==> config.mk <==
export PLATFORM = sky130hd
export DESIGN_NAME = purge_scheduler
export DESIGN_NICKNAME = d
export VERILOG_FILES = /design/src/rtl/purge_filter_pkg.sv /design/src/rtl/output_smoother.sv /design/src/rtl/purge_scheduler.sv
export SDC_FILE = /design/constraint.sdc
export NUM_CORES = 2
export LEC_CHECK = 0
export ABC_AREA = 1
export BUFFER_PORTS_ARGS = -buffer_cell sky130_fd_sc_hd__buf_4
export CORE_ASPECT_RATIO = 1.1
export CORE_MARGIN = 1.5
export CORE_UTILIZATION = 40
export DETAILED_ROUTE_END_ITERATION = 8
export SLEW_MARGIN = 20
export SYNTH_ARGS = -nofsm -noshare
export SYNTH_HDL_FRONTEND = slang
export SYNTH_HIERARCHICAL = 1
export SYNTH_SLANG_ARGS = --single-unit
export TNS_END_PERCENT = 100
==> constraint.sdc <==
create_clock -name clock -period 21.3 [get_ports clock]
set_input_delay 3.195 -clock clock [delete_from_list [all_inputs] [get_ports clock]]
set_output_delay 3.195 -clock clock [all_outputs]
set_load 0.005 [all_outputs]
==> src/rtl/purge_filter_pkg.sv <==
// Constants shared by the purge scheduler and its output filters.
package purge_filter_pkg;
  localparam int CLOCK_HZ = 200_000_000;
  localparam int TICK_TIME_S = 1;
  localparam int TICK_CYCLES = CLOCK_HZ * TICK_TIME_S;

  localparam int PURGE_TIME_MIN = 4;
  localparam logic [19:0] PURGE_SECONDS = 20'(PURGE_TIME_MIN * 60);
  localparam int DEFER_TIME_MIN = 30;
  localparam logic [19:0] DEFER_SECONDS = 20'(DEFER_TIME_MIN * 60);
  localparam logic [19:0] SECONDS_PER_HOUR = 20'h00e10;
  localparam logic [7:0] INTERVAL_DEFAULT_H = 8'h18;
  localparam logic [7:0] INTERVAL_MIN_H = 8'h01;
  localparam logic [7:0] INTERVAL_MAX_H = 8'ha8;

  localparam logic [15:0] FILTER_FACTOR_ADDR = 16'h0308;
  localparam logic [16:0] FILTER_ONE = 17'h10000;
  localparam logic [31:0] FILTER_FACTOR_RESET = 32'(FILTER_ONE);

  localparam logic [15:0] PEROXIDE_MAX_PPM = 16'h07d0;
  localparam logic [23:0] FIXED_PRESSURE_CHPA = 24'h018bcd;

  typedef enum {st_idle, st_purge} purge_state_t;
endpackage : purge_filter_pkg

==> src/rtl/output_smoother.sv <==
// First-order output filter for one measured quantity.
`timescale 1ns/1ps
`default_nettype none
module output_smoother (
  input wire logic clock,
  input wire logic reset_n,
  input wire logic load,
  input wire logic [16:0] factor,
  input wire logic [15:0] sample,
  output logic [15:0] value_q
);
  logic [15:0] value_d;
  logic [32:0] acc;

  always_comb begin
    acc = 33'(factor) * 33'(sample)
        + 33'(purge_filter_pkg::FILTER_ONE - factor) * 33'(value_q);
    value_d = value_q;
    if (load) begin
      value_d = acc[31:16];
    end
  end

  always_ff @(posedge clock or negedge reset_n) begin
    if (!reset_n) begin
      value_q <= 16'h0000;
    end else begin
      value_q <= value_d;
    end
  end

  property p_pass_through;
    @(posedge clock) disable iff (!reset_n)
    load && factor == purge_filter_pkg::FILTER_ONE |=> value_q == $past(sample);
  endproperty
  a_pass_through: assert property (p_pass_through)
    else $error("Factor one did not pass the sample through.");
endmodule : output_smoother
`default_nettype wire

==> src/rtl/purge_scheduler.sv <==
// Purge scheduling, measurement blanking, pressure value and filtering.
//
// How it works
// - A purge heats the sensors for 240 one-second ticks, 239 to 240 seconds.
// - Both concentration outputs are flagged unavailable throughout a purge.
// - A purge starts after power-up and after a humidity adjustment.
// - Periodic purges every 1 to 168 hours, default 24 hours.
// - A due periodic purge waits 30 minutes when vapour or humidity unsteady.
// - A configuration bit lets periodic purges proceed despite vapour.
// - A purge request by register write in digital mode, or by connector pin otherwise, starts a purge.
// - Compensation off after reset; then 1013.25 hPa is used.
// - With compensation on, the externally written setpoint is used.
// - Filter factor resets to 1.0, passing measurements straight through.
// - Output is factor times new sample plus remainder times old output.
// - Filter factor is read and written at holding register 0x0308.
// - Reported peroxide concentration spans 0 to 2000 ppm.
`timescale 1ns/1ps
`default_nettype none
module purge_scheduler #(
  parameter int TICK_CYCLES = purge_filter_pkg::TICK_CYCLES
) (
  input wire logic clock,
  input wire logic reset_n,
  input wire logic reg_wr_en,
  input wire logic reg_rd_en,
  input wire logic [15:0] reg_addr,
  input wire logic [31:0] reg_wdata,
  output logic [31:0] reg_rdata_q,
  output logic reg_rvalid_q,
  input wire logic digital_mode,
  input wire logic purge_write_req,
  input wire logic purge_pin,
  input wire logic adjust_done,
  input wire logic [7:0] interval_hours,
  input wire logic purge_in_exposure,
  input wire logic peroxide_present,
  input wire logic humidity_unsteady,
  input wire logic comp_enable,
  input wire logic [23:0] pressure_setpoint,
  input wire logic meas_valid,
  input wire logic [15:0] meas_peroxide,
  input wire logic [15:0] meas_water,
  output logic heater_on_q,
  output logic peroxide_unavail_q,
  output logic water_unavail_q,
  output logic [15:0] peroxide_out_q,
  output logic [15:0] water_out_q,
  output logic [23:0] comp_pressure_q
);
  purge_filter_pkg::purge_state_t state_q, state_d;
  logic [31:0] tick_cnt_q, tick_cnt_d;
  logic sec_tick_q, sec_tick_d;
  logic [19:0] purge_secs_q, purge_secs_d;
  logic [19:0] elapsed_q, elapsed_d;
  logic [19:0] defer_q, defer_d;
  logic start_pending_q, start_pending_d;
  logic pin_q;
  logic [31:0] factor_q, factor_d;
  logic [31:0] rdata_d;
  logic [23:0] pressure_d;
  logic [7:0] hours;
  logic [19:0] interval_secs;
  logic due, blocked, periodic_go, request, start, active;
  logic [15:0] peroxide_clamped;

  // One-second enable; everything slower counts these pulses.
  always_comb begin
    tick_cnt_d = tick_cnt_q + 32'h0000_0001;
    sec_tick_d = 1'b0;
    if (tick_cnt_q == 32'(TICK_CYCLES - 1)) begin
      tick_cnt_d = 32'h0000_0000;
      sec_tick_d = 1'b1;
    end
  end

  always_ff @(posedge clock or negedge reset_n) begin
    if (!reset_n) begin
      tick_cnt_q <= 32'h0000_0000;
      sec_tick_q <= 1'b0;
    end else begin
      tick_cnt_q <= tick_cnt_d;
      sec_tick_q <= sec_tick_d;
    end
  end

  // An out-of-range interval is clamped rather than rejected; zero means
  // the default interval.
  always_comb begin
    hours = interval_hours;
    if (interval_hours == 8'h00) begin
      hours = purge_filter_pkg::INTERVAL_DEFAULT_H;
    end else if (interval_hours > purge_filter_pkg::INTERVAL_MAX_H) begin
      hours = purge_filter_pkg::INTERVAL_MAX_H;
    end else if (interval_hours < purge_filter_pkg::INTERVAL_MIN_H) begin
      hours = purge_filter_pkg::INTERVAL_MIN_H;
    end
    interval_secs = 20'(hours) * purge_filter_pkg::SECONDS_PER_HOUR;
  end

  assign active = (state_q == purge_filter_pkg::st_purge);
  assign due = (elapsed_q >= interval_secs);
  assign blocked = (peroxide_present && !purge_in_exposure)
                 || humidity_unsteady;
  assign periodic_go = due && (defer_q == 20'h00000) && !blocked;
  assign request = digital_mode ? purge_write_req
                                : (purge_pin && !pin_q);
  assign start = !active
               && (start_pending_q || adjust_done || request || periodic_go);

  always_comb begin
    state_d = state_q;
    purge_secs_d = purge_secs_q;
    elapsed_d = elapsed_q;
    defer_d = defer_q;
    start_pending_d = start_pending_q;
    case (state_q)
      purge_filter_pkg::st_idle: begin
        if (start) begin
          state_d = purge_filter_pkg::st_purge;
          start_pending_d = 1'b0;
          purge_secs_d = 20'h00000;
          defer_d = 20'h00000;
        end else begin
          if (due && defer_q == 20'h00000 && blocked) begin
            defer_d = purge_filter_pkg::DEFER_SECONDS;
          end else if (sec_tick_q && defer_q != 20'h00000) begin
            defer_d = defer_q - 20'h00001;
          end
          if (sec_tick_q && !due) begin
            elapsed_d = elapsed_q + 20'h00001;
          end
        end
      end
      purge_filter_pkg::st_purge: begin
        if (sec_tick_q) begin
          purge_secs_d = purge_secs_q + 20'h00001;
          if (purge_secs_q == purge_filter_pkg::PURGE_SECONDS - 20'h00001)
          begin
            state_d = purge_filter_pkg::st_idle;
            elapsed_d = 20'h00000;
          end
        end
      end
      default: begin
        state_d = purge_filter_pkg::st_idle;
      end
    endcase
  end

  always_ff @(posedge clock or negedge reset_n) begin
    if (!reset_n) begin
      state_q <= purge_filter_pkg::st_idle;
      purge_secs_q <= 20'h00000;
      elapsed_q <= 20'h00000;
      defer_q <= 20'h00000;
      start_pending_q <= 1'b1;
      pin_q <= 1'b0;
      heater_on_q <= 1'b0;
      peroxide_unavail_q <= 1'b0;
      water_unavail_q <= 1'b0;
    end else begin
      state_q <= state_d;
      purge_secs_q <= purge_secs_d;
      elapsed_q <= elapsed_d;
      defer_q <= defer_d;
      start_pending_q <= start_pending_d;
      pin_q <= purge_pin;
      heater_on_q <= (state_d == purge_filter_pkg::st_purge);
      peroxide_unavail_q <= (state_d == purge_filter_pkg::st_purge);
      water_unavail_q <= (state_d == purge_filter_pkg::st_purge);
    end
  end

  // Register port and pressure selection. A factor above one is stored as
  // one, so the filter can never amplify.
  always_comb begin
    factor_d = factor_q;
    if (reg_wr_en && reg_addr == purge_filter_pkg::FILTER_FACTOR_ADDR) begin
      factor_d = reg_wdata;
      if (reg_wdata > purge_filter_pkg::FILTER_FACTOR_RESET) begin
        factor_d = purge_filter_pkg::FILTER_FACTOR_RESET;
      end
    end
    rdata_d = 32'h0000_0000;
    if (reg_addr == purge_filter_pkg::FILTER_FACTOR_ADDR) begin
      rdata_d = factor_q;
    end
    pressure_d = purge_filter_pkg::FIXED_PRESSURE_CHPA;
    if (comp_enable) begin
      pressure_d = pressure_setpoint;
    end
  end

  always_ff @(posedge clock or negedge reset_n) begin
    if (!reset_n) begin
      factor_q <= purge_filter_pkg::FILTER_FACTOR_RESET;
      reg_rdata_q <= 32'h0000_0000;
      reg_rvalid_q <= 1'b0;
      comp_pressure_q <= purge_filter_pkg::FIXED_PRESSURE_CHPA;
    end else begin
      factor_q <= factor_d;
      reg_rdata_q <= reg_rd_en ? rdata_d : reg_rdata_q;
      reg_rvalid_q <= reg_rd_en;
      comp_pressure_q <= pressure_d;
    end
  end

  assign peroxide_clamped = (meas_peroxide > purge_filter_pkg::PEROXIDE_MAX_PPM)
                          ? purge_filter_pkg::PEROXIDE_MAX_PPM
                          : meas_peroxide;

  // Filters freeze during a purge so stale outputs are held, not smeared.
  output_smoother peroxide_filter (
    .clock(clock),
    .reset_n(reset_n),
    .load(meas_valid && !active),
    .factor(factor_q[16:0]),
    .sample(peroxide_clamped),
    .value_q(peroxide_out_q)
  );

  output_smoother water_filter (
    .clock(clock),
    .reset_n(reset_n),
    .load(meas_valid && !active),
    .factor(factor_q[16:0]),
    .sample(meas_water),
    .value_q(water_out_q)
  );

  property p_purge_length;
    @(posedge clock) disable iff (!reset_n)
    $fell(active) |-> $past(purge_secs_q) == purge_filter_pkg::PURGE_SECONDS
                      - 20'h00001 && elapsed_q == 20'h00000;
  endproperty
  a_purge_length: assert property (p_purge_length)
    else $error("Purge ended at the wrong time.");

  // Flags are checked while the purge state holds; a check one cycle later
  // would trip on the last purge cycle, when the flags drop with the state.
  property p_blank;
    @(posedge clock) disable iff (!reset_n)
    active |-> (peroxide_unavail_q && water_unavail_q)
               ##1 ($stable(peroxide_out_q) && $stable(water_out_q));
  endproperty
  a_blank: assert property (p_blank)
    else $error("Outputs not blanked during purge.");

  property p_startup;
    @(posedge clock) disable iff (!reset_n)
    start_pending_q && !active |=> active ##1 heater_on_q;
  endproperty
  a_startup: assert property (p_startup)
    else $error("No purge after power-up.");

  property p_adjust;
    @(posedge clock) disable iff (!reset_n)
    adjust_done && !active |=> active;
  endproperty
  a_adjust: assert property (p_adjust)
    else $error("No purge after adjustment.");

  property p_defer;
    @(posedge clock) disable iff (!reset_n)
    !active && !start && due && defer_q == 20'h00000 && blocked
      |=> defer_q == purge_filter_pkg::DEFER_SECONDS && !active;
  endproperty
  a_defer: assert property (p_defer)
    else $error("Blocked periodic purge not deferred.");

  property p_bypass;
    @(posedge clock) disable iff (!reset_n)
    !active && due && defer_q == 20'h00000 && purge_in_exposure
      && peroxide_present && !humidity_unsteady |=> active;
  endproperty
  a_bypass: assert property (p_bypass)
    else $error("Exposure bypass did not start purge.");

  property p_request;
    @(posedge clock) disable iff (!reset_n)
    !active && digital_mode && purge_write_req |=> active;
  endproperty
  a_request: assert property (p_request)
    else $error("Purge request ignored.");

  property p_fixed_pressure;
    @(posedge clock) disable iff (!reset_n)
    !comp_enable ##1 !comp_enable
      |-> comp_pressure_q == purge_filter_pkg::FIXED_PRESSURE_CHPA;
  endproperty
  a_fixed_pressure: assert property (p_fixed_pressure)
    else $error("Fixed pressure not used.");

  property p_setpoint;
    @(posedge clock) disable iff (!reset_n)
    comp_enable |=> comp_pressure_q == $past(pressure_setpoint);
  endproperty
  a_setpoint: assert property (p_setpoint)
    else $error("Pressure setpoint not applied.");

  property p_range;
    @(posedge clock) disable iff (!reset_n)
    1'b1 |-> peroxide_out_q <= purge_filter_pkg::PEROXIDE_MAX_PPM;
  endproperty
  a_range: assert property (p_range)
    else $error("Peroxide output above range.");

  property p_readback;
    @(posedge clock) disable iff (!reset_n)
    reg_rd_en && reg_addr == purge_filter_pkg::FILTER_FACTOR_ADDR
      |=> reg_rvalid_q && reg_rdata_q == $past(factor_q);
  endproperty
  a_readback: assert property (p_readback)
    else $error("Filter factor readback wrong.");
endmodule : purge_scheduler
`default_nettype wire

# After elaboration in Yosys (flattened, before gate mapping)
# Index checks and enable logic that the tools add are counted.
[classes]
n_addsub = 7
mul = 5
div = 0
n_lt_le_gt_ge = 5
n_eq_ne = 11
shifts = 0
muxes = 25
bitwise = 0
reduce_logical = 29
[op_table]
columns = ["cell", "n"]
rows = [
  ["two-way mux 32 bit", 6],
  ["two-way mux 20 bit", 9],
  ["case mux 20 bit (2 select lines)", 2],
  ["multiplier 33 x 16 -> 32 bit", 2],
  ["adder 32 bit", 2],
  ["equality test 32 x 2 -> 1 bit, second input constant", 2],
  ["multiplier 17 x 16 -> 32 bit", 2],
  ["case mux 32 bit (2 select lines)", 1],
  ["adder 20 x 1 -> 20 bit, second input constant", 2],
  ["adder 32 x 1 -> 32 bit, second input constant", 1],
  ["equality test 32 x 1 -> 1 bit, second input constant", 1],
  ["equality test 32 x 28 -> 1 bit, second input constant", 1],
  ["> comparator 32 x 17 -> 1 bit, second input constant", 1],
  ["zero test 32 bit", 1],
  ["two-way mux 24 bit", 1],
  ["two-way mux 8 bit", 3],
  ["equality test 20 x 8 -> 1 bit, second input constant", 1],
  [">= comparator 20 bit", 1],
  ["zero test 20 bit", 1],
  ["nonzero test 20 bit", 1],
  ["subtractor 20 x 1 -> 20 bit, second input constant", 1],
  ["subtractor 17 x 17 -> 18 bit, first input constant", 1],
  ["equality test 16 x 10 -> 1 bit, second input constant", 1],
  ["> comparator 16 x 11 -> 1 bit, second input constant", 1],
  ["15 further kinds", 37],
]
[totals]
regBits = 249
latch_bits = 0
ram_bits = 0
romBits = 0
wordCells = 97
memories = 0

# Logic depth before layout (Yosys ltp)
[depth]
word_depth = 13
ltp_mapped = 42
ltp_nobuf = 39

# Cells and area by module
# Netlist, hierarchy kept.
[modules_own_cells]
columns = ["mod", "instances", "cells_each", "area_per_inst_um2"]
rows = [
  ["output_smoother at peroxide_filter", 1, 2648, 21189.1],
  ["output_smoother at water_filter", 1, 2583, 20860.0],
  ["purge_scheduler", 1, 1511, 12195.4],
]

# Worst setup path before layout
# Ideal clock, no wire load.
[synth_timing]
path_type = "input to register"
from = "in meas_peroxide[0]"
to = "reg peroxide_filter.value_q[9]"
setup_time_ps = 126
arrival_ps = 10226
required_time_ps = 21174
setup_slack_ps = 10948
cell_stages = 30
path_buffers = 2
cell_sequence = "o41ai_1 > nand2_1 > nand4_1 > nand2_1 > nor2_1 > clkbuf_1 > clkbuf_1 > nand2_1 > fa_1 > inv_1 > fa_1 > inv_1 > fa_1 > inv_1 > fa_1 > fa_1 > fa_1 > fa_1 > inv_1 > fa_1 > inv_1 > ha_1 > a21oi_1 > o21ai_0 > a21oi_1 > nand3_1 > a21o_1 > or2_2 > nand3_1 > o21ai_0"
[synth_between]
elab_chain_len = 4
[synth_rtl]
columns = ["element", "line", "rtl"]
rows = [
  ["start, declared", "purge_scheduler.sv:41", "input wire logic [15:0] meas_peroxide,"],
  ["> comparator 16 x 11 -> 1 bit", "purge_scheduler.sv:208", "assign peroxide_clamped = (meas_peroxide > purge_filter_pkg::PEROXIDE_MAX_PPM)"],
  ["two-way mux 16 bit", "purge_scheduler.sv:209", "? purge_filter_pkg::PEROXIDE_MAX_PPM"],
  ["net peroxide_clamped[5]", "purge_scheduler.sv:64", "logic [15:0] peroxide_clamped;"],
  ["multiplier 17 x 16 -> 32 bit", "output_smoother.sv:16", "acc = 33'(factor) * 33'(sample)"],
  ["adder 32 bit", "output_smoother.sv:17", "+ 33'(purge_filter_pkg::FILTER_ONE - factor) * 33'(value_q);"],
  ["end signal, assigned", "output_smoother.sv:28", "value_q <= value_d;"],
  ["end, declared", "output_smoother.sv:10", "output logic [15:0] value_q"],
]
# The timed path passes the listed nets, and every way through them passes these cells.
# A chain may end at the register's enable or synchronous reset.

# Worst setup path after layout
[layout_timing]
from = "in meas_peroxide[6]"
to = "reg peroxide_filter.value_q[9]"
# Same word-level chain as after synthesis.

==> impl_metrics.tcl <==
set metrics [dict create \
    yosys_register_bits 249 \
    fp.dieArea_um2 138000 \
    yosys.cell_types.count 61 \
    worstSetupPathType "in -> reg" \
    nNetsFinal 8425 \
    syn-mean-instance-area_um2 8.05 \
    grt_max_degree 75 \
    yosys_warnings 6 \
    sinks_on_the_clock_net 249 \
    hold_path.class "reg -> reg" \
    post_layout_nonfiller_instances 8639 \
    drcViolationCount 0 \
    final_common_cell "sky130_fd_sc_hd__inv_1" \
    postCtsSetupRepairBufs 0 \
    postRouteAntennaNets 0 \
    yosys_most_used_dff "sky130_fd_sc_hd__dfrtp_1" \
    layout.filler_cells 13600 \
    grt_pass1_wl_um 253000 \
    worst-endpoint-required_ns 21.75 \
    design.core.area_um2 134000 \
    post_detail_place_hpwl_um 130000 \
    commonest_cells_after_routing_fill_and_taps_aside "1,911 x sky130_fd_sc_hd__inv_1, 1,419 x sky130_fd_sc_hd__nand2_1, 1,096 x sky130_fd_sc_hd__fa_1" \
    power.share.switching_pct 35.0 \
    setup_violations 0 \
    antenna_found_initial 3 \
    synth-async-reset-ratio_pct 100 \
    totalNegativeSetupSlack_ns 0 \
    powerDensity_nw_per_um2 25.3 \
    hold_wc_startpoint "start_pending_q$_DFFE_PN1P_" \
    crit_path_max_fanout 17 \
    synth-seq-area-share_pct 11.5 \
    max_freq_mhz 89.9 \
    syn_area_um2 54200 \
    die_w_um 354 \
    io_pins 217 \
    maxCapViolations 0 \
    worst_slew_margin_rel_pct 31.0 \
    cts_max_level 2 \
    power.static_leakage_nw 32.8 \
    avgRoutedWirePerCell_um 18.3 \
    outcome "finished clean" \
    vias 42400 \
    maxSlewViolCount 0 \
    ctsLongestPathBuffers 3 \
    cts_tree "done" \
    critical_path.n_buffers_inverters 8 \
    clkTransAtPathRegs_ns 0.06 \
    seq_power_share_pct 35.5 \
    hold_viol 0 \
    place.detailed.instances 8571 \
    cts-root-buf "sky130_fd_sc_hd__clkbuf_16" \
    detail_route.iter0.violations 2660 \
    cts-buffers-inserted 36 \
    multi_input_comb_area_um2 39700 \
    cp_slowest_cell "sky130_fd_sc_hd__nor3_1" \
    area_growth_syn_to_fin_pct 8.25 \
    postCtsHoldBufs 0 \
    final.min_clock_period_ns 11.12 \
    power.share.clock_pct 41.9 \
    worst-endpoint-arrival_ns 11.57 \
    grt_overflow 0 \
    synth-edff-count 0 \
    sequential_cell_area_um2 6270 \
    unrepaired_setup_endpoints_after_global_routing "no" \
    post_syn_instances 6742 \
    clk_latency_ns 0.60 \
    startpoint_type "input port" \
    r2r-start "factor_q[8]$_DFFE_PN0P_" \
    placement_rows 141 \
    timing.final.crit_share_pct 52.2 \
    crit_start "meas_peroxide[6]" \
    vias_per_cell 4.90 \
    number_of_global_route_vias_before_repair 45400 \
    port_buffers 216 \
    power.internal_mw 0.965 \
    cp_slowest_stage_delay_ns 0.65 \
    worst_setup_path_end_kind "flop" \
    fp.dieH_um 389 \
    timing.critical_path.mode_cell "sky130_fd_sc_hd__fa_1" \
    wl_um 158000 \
    post_cts_resize_count 0 \
    layout_cell_share_with_drive_strength_beyond_1_pct 7.23 \
    worstMarginPinSlew_ns 1.03 \
    groute.usage.overall_pct 23.6 \
    total_switching_power_mw 0.519 \
    worst_ir_drop_vdd_v 0.0000461 \
    place_congestion 0.933 \
    path_delay_family "adder cells" \
    start_util_pct 40.4 \
    comb_power_share_pct 22.6 \
    number_of_iterations_in_the_first_detailed_routing_pass 5 \
    timing.clock.skew_ns 0.0552 \
]
worst paths after layout:
kind                                                          end  slack (ns)  cells after the start
setup / recovery           peroxide_filter/value_q[9]$_DFFE_PN0P_       10.18                     30
hold / removal                        start_pending_q$_DFFE_PN1P_        0.46                      2
setup reg to reg              water_filter/value_q[6]$_DFFE_PN0P_       11.78                     32
hold reg to reg                       start_pending_q$_DFFE_PN1P_        0.46                      2
max in group asynchronous             reg_rdata_q[24]$_DFFE_PN0P_       15.86                      4
min in group asynchronous    water_filter/value_q[12]$_DFFE_PN0P_        2.54                      1
metal layers:
metal	global-route usage [%]	wire length (um)	vias up
met5	0	0	-
met4	8.08	5960	0
met3	3.89	9770	257
met2	41.0	78000	1286
met1	29.5	63900	21300
li1	-	-	19500
kinds of logic after synthesis:
kind of cell,synth area share (%)
XOR/XNOR,1.67
AND/OR/NAND/NOR,18.7
other,0.00691
flip-flops,11.5
adder cells (fa/ha/maj),49.3
AO/OA/AOI/OAI,3.25
buffers and inverters,15.6
synthesized netlist by cell type (all sizes together), types with 2 or more instances:
library cell,instances,area share (%)
a211oi,3,0.042
a21boi,2,0.028
a21o,14,0.19
a21oi,113,1.0
a31oi,11,0.13
buf,81,0.92
clkbuf,171,1.2
clkinv,11,0.076
dfrtp,237,11
dfstp,12,0.58
fa,1096,40
ha,382,8.8
inv,1935,13
nand2,1448,10
nand3,187,1.8
nand3b,12,0.17
nand4,62,0.74
nor2,568,4.3
nor3,61,0.66
nor3b,3,0.042
nor4,37,0.48
o211a,2,0.037
o211ai,3,0.042
o21a,5,0.069
o21ai,122,1.2
o21bai,9,0.15
o31ai,20,0.28
or2,24,0.28
or4,2,0.028
xnor2,37,0.60
xor2,64,1.1
stage by stage:
| step | worst slack, ns | hold slack [ns] | utilization (%) | power (mW) | instance area, um2 |
|---|---|---|---|---|---|
| final | 10.18 | 0.458 | 43.7 | 1.48 | 58700 |
| after global routing | 9.81 | 0.479 | 43.7 | 1.56 | 58700 |
| after CTS | 10.14 | 0.461 | 43.7 | 1.50 | 58700 |
| after detailed placement | 9.50 | 0.453 | 42.7 | 0.869 | 57500 |
| after global placement | 9.68 | 0.448 | 42.7 | 0.864 | 57500 |
| after floorplan | 10.95 | 0.430 | - | 0.712 | 54400 |
cell type report:
class | count | area share (%)
multi-input combinational | 4330 | 67.6
tap | 1787 | 3.81
clock inverter | 27 | 0.571
timing repair buffer | 259 | 3.32
antenna | 2 | 0.00852
clock buffer | 39 | 1.55
inverter | 1946 | 12.4
sequential | 249 | 10.7
sequential cells by signal, summed over array words and instances, names as in the netlist:
| name | count |
|---|---|
| factor_q | 32 |
| reg_rdata_q | 32 |
| state_q | 32 |
| tick_cnt_q | 32 |
| comp_pressure_q | 24 |
| defer_q | 20 |
| elapsed_q | 20 |
| purge_secs_q | 20 |
| peroxide_filter/value_q | 16 |
| water_filter/value_q | 16 |
| pin_q | 1 |
| reg_rvalid_q | 1 |
| sec_tick_q | 1 |
| start_pending_q | 1 |
| water_unavail_q | 1 |
worst reg2reg max path, delay by kind of cell, from the launching register on:
family / cells / cell delay, ns
adder cells (fa/ha/maj): 9 / 4.40
AND/OR/NAND/NOR: 10 / 2.14
buffers and inverters: 10 / 1.82
flip-flops: 1 / 0.64
AO/OA/AOI/OAI: 3 / 0.48
power groups by stage:
stage                     Clock, mW  Sequential [mW]  Combinational, mW
after floorplan                   0            0.508              0.203
after global placement            0            0.535              0.329
after detailed placement          0            0.535              0.334
after CTS                     0.641            0.527              0.336
after global routing          0.658            0.529              0.375
final                         0.622            0.527              0.335
Note: power is estimated with default switching activity, not from simulation.
